File: config.mk
export PLATFORM = sky130hd
export DESIGN_NAME = cbfs_sequencer
export DESIGN_NICKNAME = d
export VERILOG_FILES = /design/src/hdl/cbfs_pkg.sv /design/src/hdl/cbfs_addr_calc.sv /design/src/hdl/cbfs_sequencer.sv
export SDC_FILE = /design/constraint.sdc
export NUM_CORES = 1
export LEC_CHECK = 0
export BUFFER_PORTS_ARGS = -buffer_cell sky130_fd_sc_hd__buf_4
export CORE_ASPECT_RATIO = 1.75
export CORE_UTILIZATION = 50
export CTS_CLUSTER_DIAMETER = 120
export DETAILED_ROUTE_END_ITERATION = 10
export GPL_TIMING_DRIVEN = 0
export PLACE_DENSITY = 0.74
export SYNTH_ARGS = -nofsm -noshare
export SYNTH_HDL_FRONTEND = slang
export SYNTH_SLANG_ARGS = --single-unit
File: constraint.sdc
create_clock -name i_sys_clk -period 5 [get_ports i_sys_clk]
set_input_delay 1 -clock i_sys_clk [delete_from_list [all_inputs] [get_ports i_sys_clk]]
set_output_delay 1 -clock i_sys_clk [all_outputs]
set_load 0.01 [all_outputs]
File: src/hdl/cbfs_pkg.sv
/*
 * Shared constants for the bus fetch sequencer: bus widths, opcode
 * encodings, reset values and the operand page used by store.
 * Assumes a single clock domain and an external shared memory/I/O bus.
 */
package cbfs_pkg;

    // =========================================================
    // Bus geometry
    localparam int CBFS_ADDR_W = 12;
    localparam int CBFS_DATA_W = 8;
    localparam int CBFS_CTRL_LINES = 3;

    // =========================================================
    // Opcodes handled by the sequencer
    localparam logic [7:0] CBFS_NOP_OP = 8'h08;
    localparam logic [7:0] CBFS_LOAD_IMMEDIATE_OP = 8'hc4;
    localparam logic [7:0] CBFS_STORE_OP = 8'hc8;
    localparam logic [7:0] CBFS_SWAP_ACC_EXT_OP = 8'h01;
    localparam logic [7:0] CBFS_RELATIVE_JUMP_OP = 8'h90;

    // =========================================================
    // Reset values
    localparam logic [11:0] CBFS_RESET_PC = 12'h000;
    localparam logic [7:0] CBFS_RESET_BYTE = 8'h00;

    // Upper address bits of the region that store operands land in
    localparam logic [3:0] CBFS_STORE_PAGE = 4'h9;

    // =========================================================
    // Sequencer states, Gray along idle-address-strobe-done
    typedef enum logic [1:0] {
        CBFS_S_IDLE = 2'b00,
        CBFS_S_ADDR = 2'b01,
        CBFS_S_STRB = 2'b11,
        CBFS_S_DONE = 2'b10
    } cbfs_state_t;

    // Purpose of the bus cycle in progress
    typedef enum logic [1:0] {
        CBFS_K_FETCH = 2'b00,
        CBFS_K_OPER = 2'b01,
        CBFS_K_WRITE = 2'b11
    } cbfs_kind_t;

endpackage : cbfs_pkg

File: src/hdl/cbfs_addr_calc.sv
/*
 * Address arithmetic for the sequencer: next sequential address,
 * relative jump target and store operand address.
 * Assumes pc already points past the byte that held the displacement.
 */
`timescale 1ns/1ps
module cbfs_addr_calc
    import cbfs_pkg::*;
#(
    parameter int AW = CBFS_ADDR_W
) (
    input wire logic [AW-1:0] i_pc,
    input wire logic [7:0] i_operand,
    input wire logic [3:0] i_page,
    output logic [AW-1:0] o_seq_addr,
    output logic [AW-1:0] o_jump_addr,
    output logic [AW-1:0] o_store_addr
);

    // =========================================================
    // Sequential, relative and paged address forms
    logic [AW-1:0] disp_ext;

    // Sign extend so negative displacements walk backwards
    assign disp_ext = {{(AW-8){i_operand[7]}}, i_operand};
    assign o_seq_addr = i_pc + {{(AW-1){1'b0}}, 1'b1};
    // Displacement is taken relative to its own location
    assign o_jump_addr = i_pc - {{(AW-1){1'b0}}, 1'b1} + disp_ext;
    assign o_store_addr = {i_page, i_operand};

endmodule : cbfs_addr_calc

File: src/hdl/cbfs_sequencer.sv
/*
 * Fetch and execute sequencer of a small 8-bit processor. Drives the
 * address bus, the data bus (three-signal form) and three active-low
 * control strobes. Each bus cycle is three clocks: address, strobe, done.
 * Assumes memory answers reads within the strobe clock and that I/O
 * decodes its own region and latches data on the write strobe.
 */
`timescale 1ns/1ps

// Notes on behaviour
// - Address bus is 12 lines, data bus 8 lines shared by memory and I/O.
// - Control bus is three lines: address, read and write strobes.
// - Under reset all registers but the strobes are zero and the bus stays idle.
// - After reset the first opcode is fetched from address zero.
// - Every bus cycle presents the address and asserts the address strobe.
// - On reads memory drives data; the sequencer captures it and pulses read.
// - A no-op changes no register and then fetches the next opcode.
// - Load immediate reads the next byte into the accumulator.
// - Store first fetches an addressing byte, forming an unrelated address.
// - Store then outputs that address, drives the accumulator, pulses write.
// - After an operand access fetching resumes after the instruction's last byte.
// - Swap exchanges accumulator and extension in one step using old values.
// - Operand-free single-byte instructions go straight to the next fetch.
// - Jump fetches a signed displacement and continues at the derived target.
// - Instructions take one, two or three address cycles.
module cbfs_sequencer
    import cbfs_pkg::*;
#(
    parameter int AW = CBFS_ADDR_W,
    parameter int DW = CBFS_DATA_W,
    parameter logic [3:0] STORE_PAGE = CBFS_STORE_PAGE
) (
    input wire logic i_sys_clk,
    input wire logic i_arst_n,
    output logic [AW-1:0] o_addr,
    input wire logic [DW-1:0] i_data,
    output logic [DW-1:0] o_data,
    output logic o_data_oe,
    output logic o_address_valid_strobe_n,
    output logic o_read_data_strobe_n,
    output logic o_write_data_strobe_n
);

    // =========================================================
    // State and datapath registers
    cbfs_state_t state_r, state_nxt;
    cbfs_kind_t kind_r, kind_nxt;
    logic [AW-1:0] pc_r, pc_nxt;
    logic [DW-1:0] acc_r, acc_nxt;
    logic [DW-1:0] ext_r, ext_nxt;
    logic [DW-1:0] ir_r, ir_nxt;
    logic [DW-1:0] opnd_r, opnd_nxt;
    logic [AW-1:0] addr_r, addr_nxt;
    logic [DW-1:0] dout_r, dout_nxt;
    logic doe_r, doe_nxt;
    logic ads_n_r, ads_n_nxt;
    logic rd_n_r, rd_n_nxt;
    logic wr_n_r, wr_n_nxt;

    logic [AW-1:0] seq_addr;
    logic [AW-1:0] jump_addr;
    logic [AW-1:0] store_addr;
    logic needs_operand;

    // =========================================================
    // Address arithmetic
    cbfs_addr_calc #(
        .AW(AW)
    ) u_addr_calc (
        .i_pc(pc_r),
        .i_operand(opnd_r),
        .i_page(STORE_PAGE),
        .o_seq_addr(seq_addr),
        .o_jump_addr(jump_addr),
        .o_store_addr(store_addr)
    );

    // Opcodes that carry a second byte
    assign needs_operand = (ir_r == CBFS_LOAD_IMMEDIATE_OP) ||
                           (ir_r == CBFS_STORE_OP) ||
                           (ir_r == CBFS_RELATIVE_JUMP_OP);

    // =========================================================
    // Next-state and datapath computation
    always_comb begin
        state_nxt = state_r;
        kind_nxt = kind_r;
        pc_nxt = pc_r;
        acc_nxt = acc_r;
        ext_nxt = ext_r;
        ir_nxt = ir_r;
        opnd_nxt = opnd_r;
        addr_nxt = addr_r;
        case (state_r)
            CBFS_S_IDLE: begin
                // First bus cycle after reset reads address zero
                state_nxt = CBFS_S_ADDR;
                kind_nxt = CBFS_K_FETCH;
                addr_nxt = CBFS_RESET_PC;
                pc_nxt = CBFS_RESET_PC + {{(AW-1){1'b0}}, 1'b1};
            end
            CBFS_S_ADDR: begin
                state_nxt = CBFS_S_STRB; // Address settled, now strobe
            end
            CBFS_S_STRB: begin
                // Read data sampled at the end of the strobe clock
                state_nxt = CBFS_S_DONE;
                if (kind_r == CBFS_K_FETCH) begin
                    ir_nxt = i_data;
                end else if (kind_r == CBFS_K_OPER) begin
                    opnd_nxt = i_data;
                end
            end
            CBFS_S_DONE: begin
                state_nxt = CBFS_S_ADDR;
                // Default: next opcode at the sequential address
                kind_nxt = CBFS_K_FETCH;
                addr_nxt = pc_r;
                pc_nxt = seq_addr;
                if (kind_r == CBFS_K_FETCH) begin
                    if (needs_operand) begin
                        // Second address cycle for the operand byte
                        kind_nxt = CBFS_K_OPER;
                    end else if (ir_r == CBFS_SWAP_ACC_EXT_OP) begin
                        // Both take the other's old value
                        acc_nxt = ext_r;
                        ext_nxt = acc_r;
                    end
                    // No-op and unknown opcodes change nothing
                end else if (kind_r == CBFS_K_OPER) begin
                    if (ir_r == CBFS_LOAD_IMMEDIATE_OP) begin
                        acc_nxt = opnd_r;
                    end else if (ir_r == CBFS_STORE_OP) begin
                        // Third cycle at the formed address, pc is kept
                        kind_nxt = CBFS_K_WRITE;
                        addr_nxt = store_addr;
                        pc_nxt = pc_r;
                    end else begin
                        // Relative jump continues at the target
                        addr_nxt = jump_addr;
                        pc_nxt = jump_addr + {{(AW-1){1'b0}}, 1'b1};
                    end
                end
                // After a write fetching resumes at pc
            end
            default: begin
                state_nxt = CBFS_S_IDLE;
            end
        endcase
    end

    // =========================================================
    // Bus pin values follow the next state so pins come from flops
    always_comb begin
        ads_n_nxt = 1'b1;
        rd_n_nxt = 1'b1;
        wr_n_nxt = 1'b1;
        doe_nxt = 1'b0;
        dout_nxt = dout_r;
        if (state_nxt == CBFS_S_ADDR) begin
            ads_n_nxt = 1'b0;
        end
        if (state_nxt == CBFS_S_STRB) begin
            // Exactly one of read or write per cycle
            if (kind_nxt == CBFS_K_WRITE) begin
                wr_n_nxt = 1'b0;
            end else begin
                rd_n_nxt = 1'b0;
            end
        end
        // Data driven across the whole write cycle for setup and hold
        if (kind_nxt == CBFS_K_WRITE && state_nxt != CBFS_S_IDLE) begin
            doe_nxt = 1'b1;
            dout_nxt = acc_r;
        end
    end

    // =========================================================
    // Registers; reset clears everything and parks the bus
    always_ff @(posedge i_sys_clk or negedge i_arst_n) begin
        if (!i_arst_n) begin
            state_r <= CBFS_S_IDLE;
            kind_r <= CBFS_K_FETCH;
            pc_r <= CBFS_RESET_PC;
            acc_r <= CBFS_RESET_BYTE;
            ext_r <= CBFS_RESET_BYTE;
            ir_r <= CBFS_RESET_BYTE;
            opnd_r <= CBFS_RESET_BYTE;
            addr_r <= CBFS_RESET_PC;
            dout_r <= CBFS_RESET_BYTE;
            doe_r <= 1'b0;
            ads_n_r <= 1'b1;
            rd_n_r <= 1'b1;
            wr_n_r <= 1'b1;
        end else begin
            state_r <= state_nxt;
            kind_r <= kind_nxt;
            pc_r <= pc_nxt;
            acc_r <= acc_nxt;
            ext_r <= ext_nxt;
            ir_r <= ir_nxt;
            opnd_r <= opnd_nxt;
            addr_r <= addr_nxt;
            dout_r <= dout_nxt;
            doe_r <= doe_nxt;
            ads_n_r <= ads_n_nxt;
            rd_n_r <= rd_n_nxt;
            wr_n_r <= wr_n_nxt;
        end
    end

    // =========================================================
    // Outputs straight from flops
    assign o_addr = addr_r;
    assign o_data = dout_r;
    assign o_data_oe = doe_r;
    assign o_address_valid_strobe_n = ads_n_r;
    assign o_read_data_strobe_n = rd_n_r;
    assign o_write_data_strobe_n = wr_n_r;
endmodule : cbfs_sequencer

---- Word-level counts from Yosys, hierarchy flattened ----
Cells that the tools add are included.
word-level totals
  logic and storage cells ................. 76
  bits in read-only memories .............. 0
  latch bits .............................. 0
  flip-flop bits (word level) ............. 72
  RAM bits ................................ 0
  input port bits ......................... 10
  memories ................................ 0
  output and inout port bits .............. 24
cells by class
  equality and inequality tests ........... 14
  add/sub/neg operators ................... 4
  shift-type cells ........................ 0
  magnitude comparators ................... 0
  div/mod/pow operators ................... 0
  bitwise gates (word level) .............. 2
  multiplexer cells ....................... 28
  reductions and logical operators ........ 15
  multiply operators ...................... 0
operator list
  kind                     count
  $mux W12                 8
  $pmux W12 S2             2
  $mux W8                  5
  $add A12 B1 Y12 const B  2
  $eq A8 B8 Y1 const B     3
  $add A12 B12 Y12         1
  $sub A12 B1 Y12 const B  1
  $eq A2 B2 Y1 const B     4
  $eq A8 B1 Y1 const B     1
  $mux W2                  4
  $reduce_bool A2 Y1       4
  $mux W1                  7
  $eq A2 B1 Y1 const B     3
  $pmux W2 S3              1
  $ne A5 B5 Y1 const B     1
  $reduce_and A5 Y1        1
  $logic_not A2 Y1         2
  $pmux W2 S2              1
  $reduce_and A2 Y1        2
  $reduce_and A4 Y1        1
  $reduce_and A3 Y1        1
  $logic_or A1 B1 Y1       2
  $ne A2 B1 Y1 const B     1
  $ne A2 B2 Y1 const B     1
  other kinds (3)          4

---- Longest topological paths before layout ----
Gate-level depths: netlist of run 1.
  word-level depth ........................ 9
  gate-level depth with buffers ........... 12
  gate-level depth less buffers ........... 12

---- By module ----
A second synthesis of run 1 with hierarchy kept.
unflattened totals
  cells, all modules ...................... 457
  area total of the unflattened synthesis .. 4579.4 µm²
by module, submodules not included
  module          cells an instance  seq. area each (µm²)  times used  area an instance (µm²)
  cbfs_sequencer  314                1805.5                1           3519.6
  cbfs_addr_calc  143                0.0                   1           1059.8

---- Worst setup path after synthesis of run 1 ----
No wires, ideal clock.
  path kind ............................... flip-flop to flip-flop
  from .................................... register pc_r[1]
  to ...................................... register pc_r[11]
  slack ................................... 1.845 ns
  buffers on the path ..................... 0
  period minus slack after synthesis ...... 3.155 ns
  required time ........................... 4.882 ns
  stages on the path, launching flop included .. 13
  setup time .............................. 0.118 ns
  arrival time ............................ 3.037 ns
  path through ............................ dfrtp_1 > inv_1 > ha_1 > inv_1 > ha_1 > fa_1 > a211oi_2 > nor2_1 > o311ai_4 > nand4_4 > or4b_1 > xor2_1 > a21o_1
on the way
  longest elaborated chain between the ends .. 8
  elaborated cells on any way between the ends .. 9
  those cells by class .................... 4 x add/sub; 5 x mux
ends and longest elaborated chain
  item                    line                   RTL
  start, declared         cbfs_sequencer.sv:48   logic [AW-1:0] pc_r, pc_nxt;
  start signal, assigned  cbfs_sequencer.sv:198  pc_r <= pc_nxt;
  $sub A12 B1 Y12         cbfs_addr_calc.sv:28   assign o_jump_addr = i_pc - {{(AW-1){1'b0}}, 1'b1} + disp_ext;
  $add A12 B12 Y12        cbfs_addr_calc.sv:28
  $add A12 B1 Y12         cbfs_sequencer.sv:141  pc_nxt = jump_addr + {{(AW-1){1'b0}}, 1'b1};
  $mux W12                cbfs_sequencer.sv:133  end else if (ir_r == CBFS_STORE_OP) begin
  $mux W12                cbfs_sequencer.sv:131  if (ir_r == CBFS_LOAD_IMMEDIATE_OP) begin
  $mux W12                cbfs_sequencer.sv:130  end else if (kind_r == CBFS_K_OPER) begin
  $mux W12 *              cbfs_sequencer.sv:120  if (kind_r == CBFS_K_FETCH) begin
  $pmux W12 S2 *          cbfs_sequencer.sv:94   case (state_r)
Mark *: on every way between the ends. The rest lies on a longest branch, timed or not. The select of a mux whose other input is x is not followed.
A chain may end at the register's enable or synchronous reset.

---- Worst setup path after layout of run 1 ----
Same ends and word-level chain as after synthesis.

==> results of run 1 <==
==> worst max-delay path, delay by kind of cell, from the launching register on <==
kind	cells	cell delay (ns)
AOI/OAI and AO/OA	2	0.49
buffers and inverters	2	0.13
xor gates and xnor gates	1	0.15
adders and majority gates	3	0.95
and+or+nand+nor	4	1.22
DFF	1	0.40
==> routing by layer <==
metal / global-route usage [%] / share of wire (%)
met1: 25.3 / 37
met2: 47.8 / 57
met3: 4.00 / 3.4
met4: 11.0 / 3.0
met5: 0 / 0
==> cell families (layout without fill, tap and decap cells) <==
| kind of cell | Yosys count | after routing | share of synthesized area [%] |
|---|---|---|---|
| compound gates | 108 | 108 | 15.7 |
| xor+xnor | 19 | 19 | 3.79 |
| fa+ha+maj | 24 | 24 | 7.01 |
| buf+inv | 67 | 116 | 5.85 |
| flops | 72 | 72 | 41.1 |
| mux | 42 | 42 | 10.5 |
| simple gates | 135 | 135 | 16.0 |
==> stage by stage <==
stage	utilization [%]	setup WS [ns]	power, W	instance area (um^2)
finish	60.2	1.54	0.00407	5070
global route	60.2	1.32	0.00441	5070
CTS	60.2	1.53	0.00407	5070
detailed placement	56.7	1.55	0.00343	4780
global placement	56.7	1.57	0.00337	4780
floorplan	-	1.85	0.00284	4390
==> cell usage in the layout, fill, tap and decap left out, drive strengths merged, types with 2 or more instances in the layout <==
cell	synthesis	layout
a22oi	2	2
nor2	23	23
a21o	6	6
nor3	7	7
a22o	2	2
and2	4	4
nand3	9	9
and3	5	5
o22ai	4	4
xor2	6	6
mux2i	10	10
or3b	3	3
nand3b	3	3
nor4	5	5
o2111ai	2	2
inv	48	49
a211o	3	3
xnor2	13	13
mux2	32	32
o211ai	2	2
a21oi	21	21
ha	23	23
nand2b	5	5
a211oi	7	7
clkinv	0	4
or2	2	2
nand4	6	6
nor3b	4	4
dfstp	3	3
o21ai	45	45
o31ai	3	3
dfrtp	69	69
clkbuf	17	26
buf	2	35
a31oi	2	2
nor2b	4	4
nand2	48	48
==> registers in the layout, indices dropped and copies added, names as in the netlist <==
register	count
o_write_data_strobe_n	1
o_data	8
o_address_valid_strobe_n	1
o_addr	12
ext_r	8
o_data_oe	1
acc_r	8
o_read_data_strobe_n	1
kind_r	2
pc_r	12
ir_r	8
state_r	2
opnd_r	8
==> layout make-up <==
type | count | share of cell area [%]
tap | 115 | 2.84
clock buffer | 9 | 4.44
multi-input combinational | 328 | 45.8
sequential | 72 | 35.6
clock inverter | 7 | 1.38
timing repair buffer | 33 | 4.88
buffer | 19 | 1.50
inverter | 48 | 3.55
==> worst max path at each step <==
stage                                 endpoint  slack, ns  depth (start not counted)
after floorplan           pc_r[11]$_DFFE_PN0P_       1.85                         12
after global placement    pc_r[11]$_DFFE_PN0P_       1.57                         12
after detailed placement  pc_r[11]$_DFFE_PN0P_       1.55                         12
after CTS                 pc_r[11]$_DFFE_PN0P_       1.53                         12
after global routing      pc_r[11]$_DFFE_PN0P_       1.32                         12
final                     pc_r[11]$_DFFE_PN0P_       1.54                         12
==> power by group through the flow <==
stage	sequential (W)	combinational, W	clock (W)
floorplan	0.000838	0.00200	0
global placement	0.000855	0.00252	0
detailed placement	0.000859	0.00257	0
CTS	0.000852	0.00258	0.000640
global route	0.000871	0.00288	0.000664
finish	0.000856	0.00259	0.000630
==> flow_metrics.tcl, run 1 <==
set metrics [dict create \
    avgSynthCellArea_um2 9.40 \
    drt_wl_total_mm 10.7 \
    fillers 728 \
    yosysWarnings 0 \
    rrSetupSlack_ns 1.54 \
    reg2reg_to "pc_r[11]$_DFFE_PN0P_" \
    crit_chain "inv_1 -> ha_1 -> inv_1 -> ha_1 -> fa_1 -> a211oi_2 -> nor2_1 -> nor2_1 -> nand3_1 -> or4b_1 -> xor2_1 -> a21o_1" \
    async_reset_ff_share_pct 100 \
    worstPathArrival_ns 3.68 \
    synth_edf_count 0 \
    min_to "o_addr[1]$_DFFE_PN0N_" \
    p_sw_w 0.00188 \
    insertion_delay_ns 0.33 \
    dr.pass1.iters 5 \
    worst_slew_pin_slew_ns 1.17 \
    clockBufferDepth 2 \
    dpl.hpwl_mm 8.21 \
    drc_errors 0 \
    fin_crit_ns 3.46 \
    peakVddDrop_v 0.000911 \
    finalClockSkew_ns 0.00558 \
    clock-sinks 72 \
    synth_top_area_share_pct 39.3 \
    end_kind "register" \
    hold_depth 2 \
    path_max_fanout 4 \
    track_usage_pct 24.9 \
    cp-startpoint "pc_r[1]$_DFFE_PN0P_" \
    multi_input_area_mm2 0.00233 \
    power_frac_clock_pct 15.5 \
    hp-start "o_addr[1]$_DFFE_PN0N_" \
    post_cts_buffers 0 \
    holdBufCountCts 0 \
    dr_total_vias 3581 \
    numCtsBuffers 9 \
    grt_max_degree 73 \
    worst_setup_path_start_kind "register" \
    synth.most_common_cell "dfrtp_1" \
    share_comb_of_total_power_pct 63.5 \
    clk_pin_slew_ns 0.06 \
    p_per_area_mw_per_mm2 803 \
    grt.overflow.total 0 \
    rsz0062_at_grt "false" \
    synthesis.nets 501 \
    start_util_pct 52.1 \
    fin_cells 631 \
    power.internal_w 0.00219 \
    antenna_found_initial 0 \
    dp.cells 615 \
    root_buffer "clkbuf_16" \
    fmax_mhz 289 \
    rr_worst_depth 12 \
    r2r-start "pc_r[1]$_DFFE_PN0P_" \
    place.gp.congestion 0.942 \
    regArea_mm2 0.00181 \
    port_buffers 33 \
    routedWlPerCell_um 17.0 \
    path_class "register to register" \
    synth-seq-cells 72 \
    sw_frac_of_total_pct 46.2 \
    synth_area_leader_cell "dfrtp_1" \
    die_height_um 126 \
    ys_types 59 \
    area_growth_pct 15.7 \
    seq_area_frac_synth_pct 41.1 \
    syn_area_mm2 0.00439 \
    seqPwrFrac_pct 21.0 \
    status "completed" \
    drv_slew 0 \
    finalHoldViolCount 0 \
    ant_nets 0 \
    rows 44 \
    synth_top_cells_by_area "dfrtp_1 39%, mux2_2 8.2%, ha_1 6.6%" \
    min_path_type "register to register" \
    drtIter0Drc 232 \
    fin_crit_sh_pct 69.2 \
    grt_pass1_vias 3609 \
    crit_path_max_incr_delay_ns 0.58 \
    cts_tree "done" \
    fin_nets 545 \
    io_pins 34 \
    worst_ep_required_time_ns 5.22 \
    vias_per_cell 5.68 \
    dieArea_mm2 0.00917 \
    setup_viol 0 \
    drive_gt1_share_pct 18.4 \
    slew_headroom_pct 21.4 \
    cellLeakagePower_nw 2.40 \
    die_x_um 72.8 \
    final.setup.tns_ns 0 \
    htreeDepth 3 \
    maxCapViolations 0 \
    critPathSlowestCell "or4b_1" \
    synth_ff_type "dfrtp_1" \
    synth_common_cells "69 x dfrtp_1, 48 x inv_1, 48 x nand2_1" \
    cts_resized 0 \
    timing.hold.ws_ns 0.494 \
    antennaDiodeCount 0 \
    core_mm2 0.00842 \
    syn_inst 467 \
    grt_pass1_wl_mm 17.2 \
]
Note: power is estimated with default switching activity, not from simulation.
==> run 2: changes to the inputs <==
--- a/config.mk
+++ b/config.mk
@@ -5,6 +5,7 @@
 export SDC_FILE = /design/constraint.sdc
 export NUM_CORES = 1
 export LEC_CHECK = 0
+export ABC_AREA = 1
 export BUFFER_PORTS_ARGS = -buffer_cell sky130_fd_sc_hd__buf_4
 export CORE_ASPECT_RATIO = 1.75
 export CORE_UTILIZATION = 50
==> constraint.sdc (replaced) <==
create_clock -name i_sys_clk -period 3.4 [get_ports i_sys_clk]
set_input_delay 0.68 -clock i_sys_clk [delete_from_list [all_inputs] [get_ports i_sys_clk]]
set_output_delay 0.68 -clock i_sys_clk [all_outputs]
set_load 0.01 [all_outputs]
==> run 2 against run 1 <==
Non-clock buffer count decreased by 5; critical endpoint is now pc_r[9]$_DFFE_PN0P_; synthesized cell count increased by 27%; clock power increased by 60%; clock skew increased by 0.0026 ns; total power increased by 52%; final area increased by 3.3%; largest cell class unchanged.
==> flow_metrics.tcl, run 2 <==
set metrics [dict create \
    worst_setup_path_start_kind "register" \
    drive_gt1_share_pct 15.8 \
    dieArea_mm2 0.00944 \
    worst_ep_required_time_ns 3.63 \
    synthXorXnorAreaFrac_pct 1.16 \
    post_cts_buffers 0 \
    drc_errors 0 \
    maxCapViolations 0 \
    place.gp.congestion 0.936 \
    async_reset_ff_share_pct 100 \
    wl_met2_mm 6.12 \
    dr.pass1.iters 5 \
    synth_top_area_share_pct 38.2 \
    insertion_delay_ns 0.33 \
    peakVddDrop_v 0.000509 \
    worst_slew_pin_slew_ns 0.891 \
    synth.most_common_cell "nand2_1" \
    holdBufCountCts 0 \
    core_mm2 0.00873 \
    layout_common_cells "150 x nand2_1, 83 x inv_1, 69 x dfrtp_1" \
    rsz0062_at_grt "false" \
    synth_ff_type "dfrtp_1" \
    yosysWarnings 0 \
    synth_top_cells_by_area "dfrtp_1 38%, nand2_1 12%, inv_1 6.9%" \
    fin_crit_sh_pct 87.1 \
    clockBufferDepth 2 \
    numCtsBuffers 9 \
    finalClockSkew_ns 0.00820 \
    drt_wl_total_mm 11.3 \
    cts_tree "done" \
    layout_commonest_cell "nand2_1" \
    vias_per_cell 5.40 \
    highest_layer "met4" \
    fin_crit_ns 2.96 \
    clock-sinks 72 \
    crit_path_max_incr_delay_ns 0.60 \
    die_height_um 128 \
    dpl.hpwl_mm 8.73 \
    crit_chain "inv_1 -> ha_1 -> inv_1 -> ha_1 -> fa_1 -> nand3_1 -> nor2_1 -> nand3_1 -> nor2_1 -> nand2_1 -> nor2_2 -> xor2_1 -> nand2_1 -> nand2_1 -> nand2_1" \
    synth-seq-cells 72 \
    synth_compound_area_share_pct 13.4 \
    synth_edf_count 0 \
    end_kind "register" \
    drtIter0Drc 270 \
    cts_resized 0 \
    synthMuxAreaShare_pct 1.99 \
    critPathSlowestCell "fa_1" \
    grt.overflow.total 0 \
    r2r-start "pc_r[1]$_DFFE_PN0P_" \
    die_x_um 73.9 \
    synth_area_leader_cell "dfrtp_1" \
    ys_types 45 \
    p_per_area_mw_per_mm2 1180 \
    grt_pass1_wl_mm 19.0 \
    track_usage_pct 26.9 \
    slew_headroom_pct 40.6 \
    yosys.area_share.simple_pct 27.4 \
    worstPathArrival_ns 3.19 \
    root_buffer "clkbuf_16" \
    io_pins 34 \
    final.setup.tns_ns 0 \
    setup_viol 0 \
    grt_pass1_vias 4109 \
    grt_max_degree 73 \
    wl_met3_um 303 \
    routedWlPerCell_um 15.0 \
    antenna_found_initial 0 \
    crit_top_cell "nand2_1" \
    rows 45 \
    ant_nets 0 \
    path_max_fanout 4 \
    fillers 798 \
    cp-startpoint "pc_r[1]$_DFFE_PN0P_" \
    drv_slew 0 \
    synth_common_cells "150 x nand2_1, 83 x inv_1, 69 x dfrtp_1" \
    synth-adder-area-share_pct 6.81 \
    start_util_pct 51.8 \
    wl_met1_mm 4.26 \
    finalHoldViolCount 0 \
    avgSynthCellArea_um2 7.65 \
    syn_inst 591 \
    status "completed" \
    min_path_type "input port to async pin" \
    p_total_w 0.00619 \
    synth_top_family_by_area "simple AND/OR/NAND/NOR gates" \
    port_buffers 33 \
    synthesis.nets 625 \
    clk_pin_slew_ns 0.06 \
    seq_area_frac_synth_pct 39.9 \
    syn_area_mm2 0.00452 \
    cellLeakagePower_nw 2.75 \
    fmax_mhz 338 \
    fin_nets 669 \
    dr_total_vias 4085 \
    area_growth_pct 15.9 \
    path_class "register to register" \
    antennaDiodeCount 0 \
    htreeDepth 3 \
]
-- run 2: changes by cell type in the layout (fill, tap and decap cells not counted), sizes merged, moves of 6 or more --
cell / change
nand2: +110
inv: +41
nand3: +38
mux2: -24
o21ai: +18
nor2: +17
xnor2: -11
mux2i: -10
a211oi: -7
clkbuf: -7
a21oi: +6
-- run 2: area by class of cell --
class,count,area [um^2],share of cell area [%]
timing repair buffer,33,248,4.73
inverter,93,354,6.76
buffer,14,67.6,1.29
sequential,72,1810,34.5
multi-input combinational,412,2290,43.8
clock inverter,4,77.6,1.48
tap,117,146,2.79
clock buffer,12,246,4.70
-- run 2: cell families (layout without fill, tap and decap cells) --
group	Yosys count	in the layout
flops	72	72
fa+ha+maj	24	24
mux	8	8
xor+xnor	6	6
buf+inv	107	156
compound gates	107	107
simple gates	267	267
-- run 2: critical path, delay by kind of cell (launching register included) --
| kind | cells | cell delay, ns |
|---|---|---|
| adders and majority gates | 3 | 1.13 |
| and+or+nand+nor | 9 | 1.04 |
| DFF | 1 | 0.37 |
| xor gates and xnor gates | 1 | 0.18 |
| buffers and inverters | 2 | 0.13 |
-- run 2: worst paths after layout --
check	cells after the start	to	slack, ns
min in group i_sys_clk	2	o_data[6]$_DFFE_PN0P_	0.47
max in group asynchronous	1	o_data[3]$_DFFE_PN0P_	2.35
max reg2reg	15	pc_r[9]$_DFFE_PN0P_	0.44
min reg2reg	2	o_data[6]$_DFFE_PN0P_	0.47
min	1	o_addr[5]$_DFFE_PN0N_	0.46
max	15	pc_r[9]$_DFFE_PN0P_	0.44
-- run 2: per-layer routing --
layer  up-vias  track usage, %
met3        39            4.87
met4         0            17.6
met2        94            47.2
li1       2017               -
met5         -               0
met1      1935            28.5
-- run 2: where the power goes --
| group | internal [W] | switching (W) |
|---|---|---|
| combinational | 0.00134 | 0.00252 |
| sequential | 0.00110 | 0.000217 |
| clock | 0.000665 | 0.000344 |
| total | 0.00310 | 0.00309 |
-- run 2: through the flow --
step                      worst slack [ns]  hold WS, ns  utilization [%]  cell area, um^2  instances
final                                0.439        0.462             60.0             5240        757
after global routing                 0.222        0.495             60.0             5240        757
after CTS                            0.436        0.478             60.0             5240        757
after detailed placement             0.495        0.464             56.3             4920        741
after global placement               0.490        0.459             56.3             4920        741
after floorplan                      0.844        0.384                -             4520        591
==> run 3: changes to the inputs <==
--- a/config.mk
+++ b/config.mk
@@ -8,6 +8,7 @@
 export ABC_AREA = 1
 export BUFFER_PORTS_ARGS = -buffer_cell sky130_fd_sc_hd__buf_4
 export CORE_ASPECT_RATIO = 1.75
+export CORE_MARGIN = 2
 export CORE_UTILIZATION = 50
 export CTS_CLUSTER_DIAMETER = 120
 export DETAILED_ROUTE_END_ITERATION = 10
==> run 3 against run 2 <==
Clock skew is essentially flat; worst hold slack better by 0.0050 ns; first-iteration DRC count shrank 19%; fmax fell by 0.24%; cell count is the same; routed wire length rose by 1.5%; worst setup slack got worse by 0.0070 ns; non-clock buffer count unchanged; utilization is essentially flat; global-route usage shrank 1.5 points; register-to-register slack is essentially flat; sequential cell count did not move.
==> flow_metrics.tcl, run 3 (synthesis gave the netlist of run 2 again) <==
set metrics [dict create \
    status "completed" \
    root_buffer "clkbuf_16" \
    ant_nets 0 \
    place.gp.congestion 0.964 \
    htreeDepth 3 \
    vias_per_cell 5.38 \
    cp.buffers_inverters 2 \
    worst_slew_pin_slew_ns 0.889 \
    final.setup.tns_ns 0 \
    rsz0062_at_grt "false" \
    finalClockSkew_ns 0.00820 \
    crit_top_cell "nand2_1" \
    drt_wl_total_mm 11.5 \
    crit_path_max_incr_delay_ns 0.61 \
    die_height_um 130 \
    start_util_pct 51.8 \
    area_growth_pct 15.9 \
    grt_pass1_vias 4072 \
    layout_common_cells "150 x nand2_1, 83 x inv_1, 69 x dfrtp_1" \
    drive_gt1_share_pct 15.9 \
    maxCapViolations 0 \
    fin_crit_ns 2.97 \
    rows 45 \
    finalHoldViolCount 0 \
    clock-sinks 72 \
    layout_commonest_cell "nand2_1" \
    critPathSlowestCell "fa_1" \
    holdBufCountCts 0 \
    die_x_um 75.9 \
    fillers 814 \
    dp.cells 741 \
    worst_ep_required_time_ns 3.62 \
    dpl.hpwl_mm 8.96 \
    antennaDiodeCount 0 \
    drc_errors 0 \
    fin_nets 669 \
    cts_tree "done" \
    dieArea_mm2 0.00985 \
    io_pins 34 \
    min_path_type "input port to async pin" \
    track_usage_pct 25.4 \
    clockBufferDepth 2 \
    drv_slew 0 \
    antenna_found_initial 0 \
    fin_cells 757 \
    fmax_mhz 337 \
    port_buffers 33 \
    worstPathArrival_ns 3.19 \
    insertion_delay_ns 0.34 \
    grt_pass1_wl_mm 18.6 \
    path_class "register to register" \
    slew_headroom_pct 40.7 \
    fin_crit_sh_pct 87.3 \
    timing.hold.ws_ns 0.467 \
    cts_resized 0 \
    path_max_fanout 4 \
    setup_viol 0 \
    core_mm2 0.00873 \
    dr.pass1.iters 5 \
    dr_total_vias 4074 \
    post_cts_buffers 0 \
    clk_pin_slew_ns 0.05 \
    worst_setup_path_start_kind "register" \
    critical_path.top_delay_family "adder cells" \
    numCtsBuffers 9 \
    crit_chain "inv_1 -> ha_1 -> inv_1 -> ha_1 -> fa_1 -> nand3_1 -> nor2_1 -> nand3_1 -> nor2_1 -> nand2_1 -> nor2_2 -> xor2_1 -> nand2_1 -> nand2_1 -> nand2_1" \
    grt_max_degree 73 \
    drtIter0Drc 220 \
    routedWlPerCell_um 15.2 \
    end_kind "register" \
    grt.overflow.total 0 \
]
-- run 3: cell types whose count changed in the layout (fill, tap and decap cells not counted) --
cell,delta
clkinv_4,-2
clkbuf_1,-1
clkinv_2,+1
clkinvlp_4,+2
-- run 3: worst reg2reg max path, cell delays in order (launching register included) --
cell and delay, ns:
dfrtp_1 0.34, inv_1 0.11, ha_1 0.30, inv_1 0.04
ha_1 0.26, fa_1 0.61, nand3_1 0.16, nor2_1 0.13
nand3_1 0.13, nor2_1 0.13, nand2_1 0.11, nor2_2 0.20
xor2_1 0.16, nand2_1 0.06, nand2_1 0.06, nand2_1 0.05
-- run 3: layout make-up --
type / count / area, um^2 / area share (%)
buffer: 14 / 67.6 / 1.29
clock inverter: 5 / 80.1 / 1.53
sequential: 72 / 1810 / 34.5
timing repair buffer: 33 / 248 / 4.73
tap: 117 / 146 / 2.79
clock buffer: 11 / 243 / 4.63
multi-input combinational: 412 / 2290 / 43.8
inverter: 93 / 354 / 6.76
-- run 3: worst paths after layout --
path / from / to / slack [ns] / cells past startpoint
min in group i_sys_clk: o_data[4]$_DFFE_PN0P_ / o_data[4]$_DFFE_PN0P_ / 0.47 / 2
setup reg to reg: opnd_r[1]$_DFFE_PN0P_ / pc_r[9]$_DFFE_PN0P_ / 0.43 / 15
hold / removal: i_arst_n / o_data[0]$_DFFE_PN0P_ / 0.47 / 1
setup / recovery: opnd_r[1]$_DFFE_PN0P_ / pc_r[9]$_DFFE_PN0P_ / 0.43 / 15
max in group asynchronous: i_arst_n / opnd_r[1]$_DFFE_PN0P_ / 2.35 / 1
hold reg to reg: o_data[4]$_DFFE_PN0P_ / o_data[4]$_DFFE_PN0P_ / 0.47 / 2
-- run 3: per-layer routing --
metal  part of all wire [%]  track usage (%)
met5                      0                0
met4                    4.3             14.7
met3                    3.0             3.78
met2                     55             45.6
met1                     37             27.1
-- run 3: stage by stage --
stage	utilization (%)	worst slack, ns	area, um^2
detailed placement	56.3	0.486	4920
CTS	60.0	0.446	5240
global route	60.0	0.267	5240
floorplan	-	0.844	4520
global placement	56.3	0.473	4920
finish	60.0	0.432	5240
Power of run 3 is left out: the tool's default activity adds up to more than one toggle a clock period on the data nets, which glitch-free logic cannot reach.
